<file path="src/verilog/sca_pkg.sv">
// Package of types and constants for the shift and compare ALU slice
package sca_pkg;

  // ==========================================================
  // Widths and reset values
  localparam int SCA_BYTE_W = 8;
  localparam int SCA_SHIFT_W = 3;
  localparam int SCA_ADDR_W = 16;
  localparam logic [7:0] SCA_BYTE_RST = 8'h00;
  localparam logic [15:0] SCA_ADDR_RST = 16'h0000;

  // ==========================================================
  // Operations handled by the slice
  typedef enum logic [2:0] {
    SCA_OP_MSHL,
    SCA_OP_MSHR,
    SCA_OP_MSHRA,
    SCA_OP_CMPI,
    SCA_OP_CMPR,
    SCA_OP_CMPM
  } sca_op_t;

  // ==========================================================
  // Request from the decoder and register file
  typedef struct packed {
    sca_op_t op;
    logic [SCA_BYTE_W-1:0] reg_a;
    logic [SCA_BYTE_W-1:0] reg_b;
    logic [SCA_BYTE_W-1:0] imm;
    logic [SCA_SHIFT_W-1:0] shift;
    logic [SCA_ADDR_W-1:0] eaddr;
  } sca_req_t;

  typedef struct packed {
    logic carry;
    logic ovf;
    logic zero;
  } sca_flags_t;

  localparam sca_flags_t SCA_FLAGS_RST = '{carry: 1'b0, ovf: 1'b0, zero: 1'b0};

  typedef struct packed {
    logic [SCA_BYTE_W-1:0] diff;
    sca_flags_t flags;
  } sca_cmp_t;

endpackage : sca_pkg

</file>
<file path="src/verilog/sca_shifter.sv">
// Combinational multiply-shift unit producing the 16-bit product
module sca_shifter
  import sca_pkg::*;
(
  input wire sca_op_t op,
  input wire logic [SCA_BYTE_W-1:0] value,
  input wire logic [SCA_SHIFT_W-1:0] shift,
  output logic [2*SCA_BYTE_W-1:0] product
);

  // ==========================================================
  // Products
  // Right forms are value * 2^(8-shift), i.e. {value,0} moved right
  wire [15:0] left_prod;
  wire [15:0] right_prod;
  wire [15:0] arith_prod;

  assign left_prod = {SCA_BYTE_RST, value} << shift;
  assign right_prod = {value, SCA_BYTE_RST} >> shift;
  // Sign bit refills the vacated upper bits
  assign arith_prod = $signed({value, SCA_BYTE_RST}) >>> shift;

  assign product = (op == SCA_OP_MSHL) ? left_prod :
                   (op == SCA_OP_MSHRA) ? arith_prod : right_prod;

endmodule : sca_shifter

</file>
<file path="src/verilog/sca_alu.sv">
// Shift and compare ALU slice: multiply-shift and compare instructions
// Contract
// - Left multiply-shift gives reg times 2^shift, low byte to acc, high byte to reg.
// - Right multiply-shift gives reg times 2^(8-shift), low byte to acc, high byte to reg.
// - Compare with immediate puts immediate minus reg into acc.
// - Register compare puts second register minus first register into acc.
// - Memory compare reads data memory at the address and puts that byte minus reg in acc.
// - On a compare carry is cleared on borrow and set otherwise.
// - On a compare overflow is new carry and not new zero, meaning strictly greater.
// - Multiply-shifts leave all flags alone and change only acc and reg.
// - Every compare updates carry, overflow and zero together and writes acc.
module sca_alu
  import sca_pkg::*;
(
  input wire logic ref_clk,
  input wire logic reset,
  input wire logic req_valid,
  input wire sca_req_t req,
  input wire logic [SCA_BYTE_W-1:0] mem_rdata,
  output logic busy_ff,
  output logic mem_rd_en_ff,
  output logic [SCA_ADDR_W-1:0] mem_addr_ff,
  output logic [SCA_BYTE_W-1:0] acc_ff,
  output logic acc_we_ff,
  output logic [SCA_BYTE_W-1:0] reg_res_ff,
  output logic reg_we_ff,
  output sca_flags_t flags_ff,
  output logic flags_we_ff,
  output logic done_ff
);

  // ==========================================================
  // Compare arithmetic, shared by the immediate, register and memory forms
  function automatic sca_cmp_t cmp_sub(input logic [7:0] minuend, input logic [7:0] subtr);
    logic [8:0] wide;
    sca_cmp_t res;
    wide = {1'b0, minuend} - {1'b0, subtr};
    res.diff = wide[7:0];
    res.flags.carry = ~wide[8];
    res.flags.zero = (wide[7:0] == SCA_BYTE_RST);
    res.flags.ovf = res.flags.carry & ~res.flags.zero;
    return res;
  endfunction : cmp_sub

  // ==========================================================
  // State
  typedef enum logic [1:0] {
    ST_IDLE,
    ST_MEM_REQ,
    ST_MEM_DATA
  } sca_state_t;

  sca_state_t state_ff;
  sca_state_t nxt_state;
  logic [SCA_BYTE_W-1:0] opnd_ff;

  // ==========================================================
  // Decode
  wire take;
  wire is_shift;
  wire is_cmp_now;
  wire is_cmp_mem;
  wire mem_done;
  wire [15:0] product;
  wire [7:0] minuend_now;
  sca_cmp_t cmp_now;
  sca_cmp_t cmp_mem;

  // New requests are taken only while idle; memory compares stall for two cycles
  assign take = req_valid && (state_ff == ST_IDLE);
  assign is_shift = (req.op == SCA_OP_MSHL) || (req.op == SCA_OP_MSHR) ||
                    (req.op == SCA_OP_MSHRA);
  assign is_cmp_now = (req.op == SCA_OP_CMPI) || (req.op == SCA_OP_CMPR);
  assign is_cmp_mem = (req.op == SCA_OP_CMPM);
  assign mem_done = (state_ff == ST_MEM_DATA);

  sca_shifter sca_shifter_inst (
    .op(req.op),
    .value(req.reg_a),
    .shift(req.shift),
    .product(product)
  );

  // reg_a is reg / reg1, reg_b is reg2
  assign minuend_now = (req.op == SCA_OP_CMPI) ? req.imm : req.reg_b;
  assign cmp_now = cmp_sub(minuend_now, req.reg_a);
  assign cmp_mem = cmp_sub(mem_rdata, opnd_ff);

  always_comb
  begin
    nxt_state = state_ff;
    unique case (state_ff)
      ST_IDLE:
      begin
        if (take && is_cmp_mem)
        begin
          nxt_state = ST_MEM_REQ;
        end
      end
      ST_MEM_REQ: nxt_state = ST_MEM_DATA;
      ST_MEM_DATA: nxt_state = ST_IDLE;
      // The fourth code of the state word is never entered; fall back to idle
      default: nxt_state = ST_IDLE;
    endcase
  end

  // ==========================================================
  // Next values of the outputs
  wire [7:0] nxt_acc;
  wire nxt_acc_we;
  wire [7:0] nxt_reg_res;
  wire nxt_reg_we;
  sca_flags_t nxt_flags;
  wire nxt_flags_we;
  wire nxt_mem_rd_en;
  wire [SCA_ADDR_W-1:0] nxt_mem_addr;
  wire [7:0] nxt_opnd;

  assign nxt_acc = mem_done ? cmp_mem.diff :
                   (take && is_shift) ? product[7:0] :
                   (take && is_cmp_now) ? cmp_now.diff : acc_ff;
  assign nxt_acc_we = (take && (is_shift || is_cmp_now)) || mem_done;
  assign nxt_reg_res = (take && is_shift) ? product[15:8] : reg_res_ff;
  assign nxt_reg_we = take && is_shift;
  // Shifts never reach the flag path
  assign nxt_flags = mem_done ? cmp_mem.flags :
                     (take && is_cmp_now) ? cmp_now.flags : flags_ff;
  assign nxt_flags_we = (take && is_cmp_now) || mem_done;
  assign nxt_mem_rd_en = take && is_cmp_mem;
  assign nxt_mem_addr = nxt_mem_rd_en ? req.eaddr : mem_addr_ff;
  // Register operand is held because the decoder may move on during the wait
  assign nxt_opnd = nxt_mem_rd_en ? req.reg_a : opnd_ff;

  always_ff @(posedge ref_clk)
  begin
    if (reset)
    begin
      state_ff <= ST_IDLE;
      opnd_ff <= SCA_BYTE_RST;
      busy_ff <= 1'b0;
      mem_rd_en_ff <= 1'b0;
      mem_addr_ff <= SCA_ADDR_RST;
      acc_ff <= SCA_BYTE_RST;
      acc_we_ff <= 1'b0;
      reg_res_ff <= SCA_BYTE_RST;
      reg_we_ff <= 1'b0;
      flags_ff <= SCA_FLAGS_RST;
      flags_we_ff <= 1'b0;
      done_ff <= 1'b0;
    end
    else
    begin
      state_ff <= nxt_state;
      opnd_ff <= nxt_opnd;
      busy_ff <= (nxt_state != ST_IDLE);
      mem_rd_en_ff <= nxt_mem_rd_en;
      mem_addr_ff <= nxt_mem_addr;
      acc_ff <= nxt_acc;
      acc_we_ff <= nxt_acc_we;
      reg_res_ff <= nxt_reg_res;
      reg_we_ff <= nxt_reg_we;
      flags_ff <= nxt_flags;
      flags_we_ff <= nxt_flags_we;
      done_ff <= nxt_acc_we;
    end
  end

  // ==========================================================
  // Checks
  wire [15:0] exp_shl;
  wire [15:0] exp_shr;
  wire [7:0] exp_imm_diff;
  wire [7:0] exp_reg_diff;
  wire [7:0] exp_mem_diff;

  assign exp_shl = {8'h00, req.reg_a} << req.shift;
  assign exp_shr = {req.reg_a, 8'h00} >> req.shift;
  assign exp_imm_diff = req.imm - req.reg_a;
  assign exp_reg_diff = req.reg_b - req.reg_a;
  assign exp_mem_diff = mem_rdata - opnd_ff;

  chk_mshl_result: assert property (@(posedge ref_clk) disable iff (reset)
    take && req.op == SCA_OP_MSHL |=> {reg_res_ff, acc_ff} == $past(exp_shl) && reg_we_ff)
    else $error("Left multiply-shift result wrong");

  chk_mshr_result: assert property (@(posedge ref_clk) disable iff (reset)
    take && req.op == SCA_OP_MSHR |=> {reg_res_ff, acc_ff} == $past(exp_shr) && acc_we_ff)
    else $error("Right multiply-shift result wrong");

  chk_mshra_sign: assert property (@(posedge ref_clk) disable iff (reset)
    take && req.op == SCA_OP_MSHRA && req.reg_a[7] |=> reg_res_ff[7] && acc_ff == $past(exp_shr[7:0]))
    else $error("Arithmetic shift lost the sign");

  chk_cmpi_diff: assert property (@(posedge ref_clk) disable iff (reset)
    take && req.op == SCA_OP_CMPI |=> acc_ff == $past(exp_imm_diff))
    else $error("Immediate compare difference wrong");

  chk_cmpr_diff: assert property (@(posedge ref_clk) disable iff (reset)
    take && req.op == SCA_OP_CMPR |=> acc_ff == $past(exp_reg_diff) && !reg_we_ff)
    else $error("Register compare difference wrong");

  chk_mem_sequence: assert property (@(posedge ref_clk) disable iff (reset)
    take && is_cmp_mem |=> mem_rd_en_ff && busy_ff ##1 !mem_rd_en_ff && busy_ff
      ##1 acc_we_ff && flags_we_ff && !busy_ff)
    else $error("Memory compare sequence wrong");

  chk_mem_diff: assert property (@(posedge ref_clk) disable iff (reset)
    mem_done |=> acc_ff == $past(exp_mem_diff))
    else $error("Memory compare difference wrong");

  chk_carry_borrow: assert property (@(posedge ref_clk) disable iff (reset)
    take && req.op == SCA_OP_CMPI |=> flags_ff.carry == ($past(req.imm) >= $past(req.reg_a)))
    else $error("Carry does not match borrow");

  chk_ovf_greater: assert property (@(posedge ref_clk) disable iff (reset)
    flags_we_ff |-> flags_ff.ovf == (flags_ff.carry && !flags_ff.zero))
    else $error("Overflow is not carry and not zero");

  chk_shift_flags: assert property (@(posedge ref_clk) disable iff (reset)
    take && is_shift |=> $stable(flags_ff) && !flags_we_ff)
    else $error("Multiply-shift touched the flags");

  chk_cmp_update: assert property (@(posedge ref_clk) disable iff (reset)
    take && is_cmp_now |=> acc_we_ff && flags_we_ff && done_ff)
    else $error("Compare did not write acc and flags");

  chk_zero_flag: assert property (@(posedge ref_clk) disable iff (reset)
    flags_we_ff |-> flags_ff.zero == (acc_ff == 8'h00))
    else $error("Zero flag does not match difference");

endmodule : sca_alu

</file>
<file path="config.mk">
export PLATFORM = sky130hd
export DESIGN_NAME = sca_alu
export DESIGN_NICKNAME = d
export VERILOG_FILES = /design/src/verilog/sca_pkg.sv /design/src/verilog/sca_shifter.sv /design/src/verilog/sca_alu.sv
export SDC_FILE = /design/constraint.sdc
export NUM_CORES = 1
export LEC_CHECK = 0
export BUFFER_PORTS_ARGS = -buffer_cell sky130_fd_sc_hd__buf_2
export CORE_ASPECT_RATIO = 1.75
export CORE_MARGIN = 2
export CORE_UTILIZATION = 50
export CTS_CLUSTER_SIZE = 10
export DETAILED_ROUTE_END_ITERATION = 10
export GPL_ROUTABILITY_DRIVEN = 1
export PLACE_DENSITY_LB_ADDON = 0.05
export SYNTH_ARGS = -nofsm -noshare
export SYNTH_HDL_FRONTEND = slang
export SYNTH_SLANG_ARGS = --single-unit
export TNS_END_PERCENT = 1
</file>
<file path="constraint.sdc">
create_clock -name ref_clk -period 4.2 [get_ports ref_clk]
set_input_delay 0 -clock ref_clk [delete_from_list [all_inputs] [get_ports ref_clk]]
set_output_delay 0 -clock ref_clk [all_outputs]
set_load 0.005 [all_outputs]
</file>
==> summary.txt, run 1 <==
Layout area overhead: 22.9%
Max H-tree Level: 2
Antenna cells: 0
GR met3 Demand/Resource: 4.04%
# IOs: 98
Drt first pass iters: 5
Count of state elements after synthesis: 50
GRT busiest layer: met2
Tcrit/Tclk final: 63.1%
Area leader, netlist: dfxtp_1
Multi-input gate area in the final layout: 2220 um^2
Top cells by area, synth: dfxtp_1 29%, a21oi_1 8.9%, nand2_1 8.6%
Net count after synthesis: 544
Initial core utilization: 50.9%
Total power divided by cell area: 296 nW/um^2
Met1 GRT Util: 31.0%
Slew headroom: 30.3%
Pre-CTS setup slack: 1.25 ns
Initial antenna violation count: 0
Number of synthesized flops with an enable pin: 0
Slew Viols, Final: 0
1st-iter DRT viols: 221
Max Buffers Root-to-Sink: 2
First-pass GRT wire length: 16.3 mm
Worst Path Arrival: 2.88 ns
Synth Flop Type: dfxtp_1
Routing usage on met2: 50.0%
VDD IR max: 0.190 mV
DIE AREA: 7580 um^2
GPL Wtd Cong: 0.936
Sequential fraction of the synthesis area: 29.1%
CTS Buf Count: 5
Clk Latency, worst-skew pair: 0.30 ns
Via count: 3,698
Worst Path Required: 4.43 ns
Vias per inst: 5.74
RSZ-0062 raised after global routing: no
Share of flip-flops with an asynchronous set or reset: 0%
Post-route ant nets: 0
Synth Cell Area: 3440 um^2
Vias in the first global route: 3,469
Hold Vio Cnt, Final: 0
Post-Route Skew: 0.00839 ns
Detailed Place HPWL: 7.53 mm
Chip width: 66.7 um
Share of the synthesized area in the top cell type: 29.1%
Distinct cell type count after synthesis: 60
Filler cell count: 641
Worst setup margin: 1.55 ns
Gr usage total: 27.7%
Chip height: 114 um
CP Capture Type: flip-flop
F_max: 377 MHz
Max_cap viols: 0
Reg clk slew, reported paths: 0.07 ns
# DRC: 0
Post-Syn Instances: 469
Setup TNS Final: 0 ns
Layout cells sized above 1: 22.9%
Crit path max fanout: 8
Post-Route WL: 9.99 mm
Slew @ Worst Pin: 1.04 ns
YS warnings: 0
Status: complete, no violations
Mean area per synthesized cell: 7.33 um^2
Leakage: 1.85 nW
Crit path time final: 2.65 ns
Critical Path Start Type: input port
Wire per inst: 15.5 um
Pin count of the biggest net entering global routing: 45
Flip-flop and latch area: 1000 um^2
Kind of critical path: in2reg
Clk sink count: 50
GRT overflow: 0
Worst min path class: in2reg
# setup viols final: 0
Final net count: 634
Clock Root Buffer: clkbuf_16
CTS tree: done
Core area: 6760 um^2
PortBufs: 97
Number of setup buffers added after CTS: 0
Row Count: 40
==> layout by cell type (no fill, tap or decap), types with 3 or more instances in the layout <==
cell | synthesis | layout
a211oi_1 | 6 | 6
mux2_2 | 9 | 9
nand3b_1 | 5 | 5
o22ai_1 | 4 | 4
dlygate4sd3_1 | 0 | 17
and2_1 | 3 | 3
ha_1 | 16 | 16
nand4_1 | 3 | 3
clkbuf_16 | 0 | 5
nor2_1 | 36 | 36
a21o_1 | 5 | 5
nor2b_1 | 5 | 5
or3_1 | 4 | 4
nand3_1 | 7 | 7
xor2_1 | 7 | 7
nand2_1 | 79 | 79
a21oi_1 | 61 | 61
nand2b_1 | 9 | 9
o211ai_1 | 9 | 9
mux2i_1 | 5 | 5
buf_2 | 8 | 97
nor3_1 | 12 | 11
o21ai_0 | 31 | 31
inv_1 | 21 | 21
dfxtp_1 | 50 | 50
o31ai_1 | 3 | 3
a31oi_1 | 5 | 5
==> cell type report <==
type / count / share of cell area [%]
Timing Repair Buffer: 115 / 15.7
Clock inverter: 3 / 0.681
Tap cell: 84 / 2.49
Sequential cell: 50 / 23.7
Inverter: 21 / 1.87
Multi-Input combinational cell: 366 / 52.6
Clock buffer: 5 / 2.96
==> sequential cells by signal (all words and copies together), names as in the netlist <==
name,flops
flags_we_ff,1
acc_ff,8
mem_rd_en_ff,1
opnd_ff,8
mem_addr_ff,16
flags_ff,3
done_ff,1
reg_res_ff,8
reg_we_ff,1
busy_ff,1
state_ff,2
==> critical path, cell delays in order <==
cell      delay, ns
buf_2          0.15
nand3b_1       0.41
mux2i_1        0.28
ha_1           0.19
inv_1          0.06
fa_1           0.40
a211oi_1       0.33
o21bai_1       0.12
a21oi_1        0.21
xor2_1         0.30
nand4b_4       0.14
a21oi_2        0.15
a21boi_2       0.14
==> per-stage QoR <==
step / hold slack, ns / area [um^2] / power (W) / cells / util (%)
finish: 0.00867 / 4230 / 0.00125 / 644 / 62.6
detailed placement: 0.249 / 3900 / 0.000830 / 619 / 57.8
floorplan: 0.136 / 3440 / 0.000732 / 469 / -
CTS: 0.00984 / 4230 / 0.00126 / 644 / 62.6
global placement: 0.240 / 3900 / 0.000826 / 619 / 57.8
global route: 0.0133 / 4230 / 0.00132 / 644 / 62.6
==> power by group <==
group	switching, W	leakage, nW	total, W	internal (W)
sequential	0.00000971	0.407	0.000504	0.000494
combinational	0.000188	1.37	0.000331	0.000143
clock	0.000190	0.0759	0.000417	0.000227
total	0.000388	1.85	0.00125	0.000864
==> cells in the mapped netlist, drive strengths merged (2+ instances only) <==
cell    count
o211ai      9
mux2i       5
o22ai       4
clkbuf     21
and3        2
nand3       7
fa          2
nor3b       2
nor3       13
a21boi      2
a311oi      2
a211o       2
a21oi      62
a31oi       5
nor4        2
and2        3
o31ai       3
nand4       3
nand2b     10
a21o        5
nor2       36
nand3b      5
o21bai      2
a22oi       2
buf        11
inv        21
dfxtp      50
or2         3
ha         16
or3         4
a211oi      6
o221ai      2
nand2      80
mux2        9
o21ai      31
xor2        7
nor2b       5
xnor2       2
o21a        2
==> path summary, 6_finish.rpt <==
kind,from,end,slack [ns],cells after the start
hold reg to reg,reg_res_ff[0]$_SDFFE_PP0P_,reg_res_ff[0]$_SDFFE_PP0P_,0.45,2
hold / removal,req[36],opnd_ff[1]$_SDFFE_PP0P_,0.009,3
setup reg to reg,opnd_ff[2]$_SDFFE_PP0P_,flags_ff[1]$_SDFFE_PP0P_,1.91,9
setup / recovery,req[45],flags_ff[0]$_SDFFE_PP0P_,1.55,13
==> layer usage <==
layer / wire (um) / part of all wire, %
met1: 3860 / 39
met2: 5260 / 53
met3: 494 / 4.9
met5: 0 / 0
met4: 374 / 3.7
==> kinds of logic after synthesis <==
kind of cell | synth area share [%]
buf+inv | 6.37
flops | 29.1
mux | 5.06
fa+ha+maj | 6.98
xor+xnor | 2.29
simple gates | 24.4
compound gates | 25.8
==> repair_timing <==
item	in CTS	in global routing
endpoints found under the hold margin	17	0
hold buffers	17	0
gates resized for setup	0	0
(Power assumes the default switching activity.)
==> run 2, diff against run 1 <==
- clock period: 4.2 -> 2.65 ns (I/O delays scaled with it)
==> summary.txt, run 2 (synthesized netlist as in run 1, its figures left out) <==
Status: complete, no violations
Largest register FFs: 16 (unchanged)
Worst Hold Depth: 2 (-1)
Tcrit/Tclk final: 90.8%
GRT overflow: 0 (unchanged)
FF-to-FF Start: opnd_ff[0]$_SDFFE_PP0P_
Sequential Power Share: 38.0% (-2.3 points)
Worst Hold Endpoint: acc_ff[3]$_SDFFE_PP0P_
Core area: 6760 um^2 (unchanged)
Max_cap viols: 0 (unchanged)
Max Buffers Root-to-Sink: 2 (unchanged)
Clk Latency, worst-skew pair: 0.29 ns (about the same)
# DRC: 0 (unchanged)
Most common cell after layout, fill and taps aside: buf_2
1st-iter DRT viols: 204 (-7.7%)
Slew @ Worst Pin: 0.891 ns (-0.149 ns)
Wire per inst: 15.4 um (-1.0%)
Initial antenna violation count: 0 (unchanged)
Worst min path class: in2reg
Post-Route WL: 10.1 mm (+1.3%)
Sw frac: 29.6% (-1.4 points)
Setup TNS Final: 0 ns (unchanged)
Slew headroom: 40.6% (+10 points)
Internal power: 0.00148 W (+71%)
Pin count of the biggest net entering global routing: 41 (-8.9%)
Hold slack: 0.0167 ns (+0.00808 ns)
R2R depth: 9 (unchanged)
Number of setup buffers added after CTS: 0 (unchanged)
Gr usage total: 27.3% (-0.42 points)
Detailed Place HPWL: 7.60 mm (+0.99%)
Critical Path Start Type: input port
GPL Wtd Cong: 0.890 (-4.8%)
Antenna cells: 0 (unchanged)
RSZ-0062 raised after global routing: no
Crit path time final: 2.41 ns
Crit path max fanout: 4 (-4)
Final core utilization: 64.6% (+2.0 points)
Cell family with most CP delay: buffers and inverters
Worst Path Required: 2.88 ns (-1.55 ns)
Post-Route Skew: 0.00524 ns (-0.00315 ns)
Slew Viols, Final: 0 (unchanged)
CTS Buf Count: 5 (unchanged)
Chip height: 114 um (unchanged)
Reg2Reg Setup Slack: 0.38 ns (-1.53 ns)
Via count: 3,674 (-0.65%)
Total power divided by cell area: 482 nW/um^2 (+63%)
Combinational power share: 26.0% (-0.4 points)
DIE AREA: 7580 um^2 (unchanged)
CTS tree: done
Post-route ant nets: 0 (unchanged)
VDD IR max: 0.472 mV (+150%)
Clock power share: 36.1% (+2.8 points)
Kind of critical path: in2reg
Layout cells sized above 1: 24.7% (+1.8 points)
Chip width: 66.7 um (unchanged)
First-pass GRT wire length: 16.0 mm (-1.9%)
Drt first pass iters: 5 (unchanged)
CP Capture Type: flip-flop
Worst Path Arrival: 2.64 ns (-0.24 ns)
CP peak stage delay: 0.53 ns (+0.12 ns)
Reg clk slew, reported paths: 0.07 ns (about the same)
Bufs and invs on worst path: 3 (+1)
# setup viols final: 0 (unchanged)
R2R Path End: flags_ff[1]$_SDFFE_PP0P_
Leakage: 1.93 nW (+4.1%)
Row Count: 40 (unchanged)
Max H-tree Level: 2 (unchanged)
Hold Vio Cnt, Final: 0 (unchanged)
Clk sink count: 50 (unchanged)
Sw Pwr: 0.000623 W (+61%)
PortBufs: 97 (unchanged)
Final net count: 649 (+2.4%)
Layout area overhead: 26.8%
F_max: 416 MHz
# IOs: 98 (unchanged)
Vias in the first global route: 3,419 (-1.4%)
Min-Delay Startpoint: reset
Commonest non-fill, non-tap cells in the layout: 97 x buf_2, 79 x nand2_1, 61 x a21oi_1
Initial core utilization: 50.9% (unchanged)
Critical path's slowest cell: dlygate4sd3_1
Crit-path cells: dlygate4sd3_1, buf_2, inv_1, fa_1, a211oi_1, nor2_1, xor2_1, nor3_1, nand4b_4, a21oi_2, a21boi_2
Clock Root Buffer: clkbuf_16
Vias per inst: 5.58 (-2.9%)
Largest reg by FF count: mem_addr_ff
Instance count on the critical path: 11 (-2)
[run 2: power by group through the flow]
| stage | clock [W] | sequential (W) | combinational [W] |
|---|---|---|---|
| after global placement | 0 | 0.000815 | 0.000517 |
| after floorplan | 0 | 0.000818 | 0.000343 |
| after global routing | 0.000793 | 0.000801 | 0.000606 |
| final | 0.000759 | 0.000798 | 0.000546 |
| after detailed placement | 0 | 0.000816 | 0.000520 |
| after CTS | 0.000767 | 0.000798 | 0.000542 |
[run 2: repair_timing]
item                                   CTS  global route
resized for setup                        0             0
endpoints found under the hold margin   16             2
hold buffers                            16             2
[run 2: metal layers]
layer | GRT usage, % | part of all wire [%] | vias to the layer above
met5 | 0 | 0 | -
met4 | 11.0 | 3.4 | 0
met3 | 2.56 | 4.0 | 25
met2 | 50.1 | 53 | 111
met1 | 31.3 | 39 | 1673
li1 | - | - | 1865
[run 2: layout make-up]
type | count | area (um^2)
inverters | 21 | 78.8
fillers | 656 | 2390
flip-flops and latches | 50 | 1000
clock inverters | 3 | 48.8
well taps | 84 | 105
multi-input cells | 366 | 2220
repair buffers | 130 | 778
clock buffers | 5 | 125
[run 2: worst max path at each step]
stage | slack [ns] | from | end
finish | 0.24 | req[36] | flags_ff[0]$_SDFFE_PP0P_
global route | 0.08 | req[45] | flags_ff[0]$_SDFFE_PP0P_
CTS | 0.28 | req[45] | flags_ff[0]$_SDFFE_PP0P_
detailed placement | -0.02 | req[45] | flags_ff[0]$_SDFFE_PP0P_
global placement | 0.04 | req[45] | flags_ff[0]$_SDFFE_PP0P_
floorplan | 0.06 | req[45] | flags_ff[0]$_SDFFE_PP0P_
[run 2: through the flow]
step | area [um^2] | setup WS (ns) | power (W) | cells
final | 4360 | 0.244 | 0.00210 | 659
after global routing | 4360 | 0.0803 | 0.00220 | 659
after CTS | 4340 | 0.283 | 0.00211 | 657
after detailed placement | 4010 | -0.0221 | 0.00134 | 633
after global placement | 4010 | 0.0393 | 0.00133 | 633
after floorplan | 3440 | 0.0645 | 0.00116 | 469
==> run 3, diff against run 2 <==
- CORE_MARGIN: 2 -> 4
==> summary.txt, run 3 (synthesized netlist as in run 1, its figures left out) <==
GPL Wtd Cong: 0.895 (+0.55%)
Chip height: 118 um (+3.5%)
Commonest non-fill, non-tap cells in the layout: 97 x buf_2, 79 x nand2_1, 61 x a21oi_1
Filler cell count: 597 (-9.0%)
Crit path time final: 2.43 ns (+0.0203 ns)
R2R Path End: flags_ff[1]$_SDFFE_PP0P_
Worst Hold Endpoint: opnd_ff[5]$_SDFFE_PP0P_
Drt first pass iters: 5 (unchanged)
# setup viols final: 0 (unchanged)
Min-Delay Startpoint: req[40]
Worst setup margin: 0.224 ns (-0.0203 ns)
Final net count: 647 (-0.31%)
CP Capture Type: flip-flop
Slew @ Worst Pin: 0.840 ns (-0.0506 ns)
Vias in the first global route: 3,768 (+10%)
Slew Viols, Final: 0 (unchanged)
Max_cap viols: 0 (unchanged)
FF-to-FF Start: opnd_ff[0]$_SDFFE_PP0P_
Pre-CTS setup slack: -0.0364 ns (-0.0143 ns)
Max H-tree Level: 2 (unchanged)
PostCTS Resize Cnt: 0 (unchanged)
Post-Route Skew: 0.00592 ns (+0.000679 ns)
Worst Path Arrival: 2.65 ns (about the same)
R2R depth: 9 (unchanged)
Clk Latency, worst-skew pair: 0.29 ns (about the same)
Largest register FFs: 16 (unchanged)
Hold Vio Cnt, Final: 0 (unchanged)
Core area: 6590 um^2 (-2.5%)
Post-route ant nets: 0 (unchanged)
F_max: 412 MHz (-0.84%)
RSZ-0062 raised after global routing: no
Layout cells sized above 1: 24.6% (-0.088 points)
Gr usage total: 24.9% (-2.4 points)
Leakage: 1.93 nW (-0.15%)
Antenna cells: 0 (unchanged)
Placed insts: 630 (-0.47%)
Tcrit/Tclk final: 91.5% (+0.77 points)
Critical Path Start Type: input port
Worst Hold Depth: 3 (+1)
# IOs: 98 (unchanged)
Reg2Reg Setup Slack: 0.43 ns (+0.05 ns)
DIE AREA: 8320 um^2 (+9.7%)
1st-iter DRT viols: 249 (+22%)
GRT overflow: 0 (unchanged)
DP Area: 4000 um^2 (-0.25%)
Worst min path class: in2reg
Wire per inst: 15.9 um (+3.9%)
CTS Buf Count: 5 (unchanged)
Layout area overhead: 26.3%
Vias per inst: 5.76 (+3.3%)
Initial antenna violation count: 0 (unchanged)
Slew headroom: 44.0% (+3.4 points)
CTS tree: done
CP peak stage delay: 0.40 ns (-0.13 ns)
Crit path max fanout: 3 (-1)
Worst Path Required: 2.88 ns (about the same)
Most common cell after layout, fill and taps aside: buf_2
PortBufs: 97 (unchanged)
Crit-path cells: buf_2, nand3b_1, mux2i_1, ha_1, inv_1, fa_1, a211oi_1, nor2_1, xor2_1, nor3_1, nand4b_4, a21oi_2, a21boi_2
# DRC: 0 (unchanged)
Status: complete, no violations
Post-route insts no fill: 655 (-0.61%)
Row Count: 39 (-2.5%)
Fin area: 4350 um^2 (-0.37%)
VDD IR max: 0.310 mV (-34%)
Initial core utilization: 52.2% (+1.3 points)
Reg clk slew, reported paths: 0.07 ns (about the same)
Max Buffers Root-to-Sink: 2 (unchanged)
Chip width: 70.7 um (+6.0%)
Total power divided by cell area: 484 nW/um^2 (+0.47%)
Post-Route WL: 10.4 mm (+3.3%)
Clk sink count: 50 (unchanged)
Pin count of the biggest net entering global routing: 42 (+2.4%)
Clock Root Buffer: clkbuf_16
First-pass GRT wire length: 17.3 mm (+7.8%)
Critical path's slowest cell: fa_1
Via count: 3,773 (+2.7%)
Largest reg by FF count: mem_addr_ff
Detailed Place HPWL: 7.90 mm (+3.9%)
Kind of critical path: in2reg
==> run 3: cell count changes in the layout (fill, tap and decap cells not counted), sizes merged <==
cell         previous run  this run
clkbuf                  5         6
clkinvlp                1         0
dlygate4sd3            18        17
buf                   112       111
==> run 3: critical path, delay by kind of cell <==
family	cells	cell delay, ns
mux	1	0.22
buf+inv	2	0.17
fa+ha+maj	2	0.59
simple gates	4	0.87
compound gates	3	0.64
xor+xnor	1	0.16
==> run 3: worst max-delay path by stage <==
stage	startpoint	endpoint	slack [ns]	cells past startpoint
after global placement	req[45]	flags_ff[0]$_SDFFE_PP0P_	0.03	12
after floorplan	req[45]	flags_ff[0]$_SDFFE_PP0P_	0.06	13
after global routing	req[45]	flags_ff[0]$_SDFFE_PP0P_	0.004	13
after detailed placement	req[45]	flags_ff[0]$_SDFFE_PP0P_	-0.04	13
final	req[45]	flags_ff[0]$_SDFFE_PP0P_	0.22	13
after CTS	req[45]	flags_ff[0]$_SDFFE_PP0P_	0.23	13
==> run 3: what timing repair did <==
item	in CTS	in global routing
buffers inserted	0	0
hold endpoints to repair	18	0
hold buffers	17	0
==> run 3: layout make-up <==
class                           count  area [um^2]  area share (%)
Multi-Input combinational cell    366         2220            51.2
Sequential cell                    50         1000            23.0
Timing Repair Buffer              128          761            17.5
Clock buffer                        6          139            3.20
Tap cell                           82          103            2.36
Inverter                           21         78.8            1.81
Clock inverter                      2         38.8           0.893
==> run 3: per-stage QoR <==
step           utilization (%)  setup TNS, ns  total power (W)  hold WS [ns]
6_report                  66.0              0          0.00211       0.00701
5_1_grt                   66.0              0          0.00221       0.00962
4_1_cts                   66.0              0          0.00211       0.00548
3_5_place_dp              60.7        -0.0364          0.00134         0.246
3_3_place_gp              60.7              0          0.00133         0.239
2_1_floorplan                -              0          0.00116         0.136
==> run 3: report_power, final <==
group / switching [W] / internal [W]
Sequential: 0.0000152 / 0.000783
Clock: 0.000279 / 0.000475
Combinational: 0.000307 / 0.000245
Total: 0.000602 / 0.00150
==> run 3: layer usage <==
layer  vias to the layer above  track usage (%)  routed length [um]
li1                       1854                -                   -
met1                      1742             27.9                4040
met2                       149             45.8                5550
met3                        28             3.16                 487
met4                         0             10.4                 366
met5                         -                0                   0
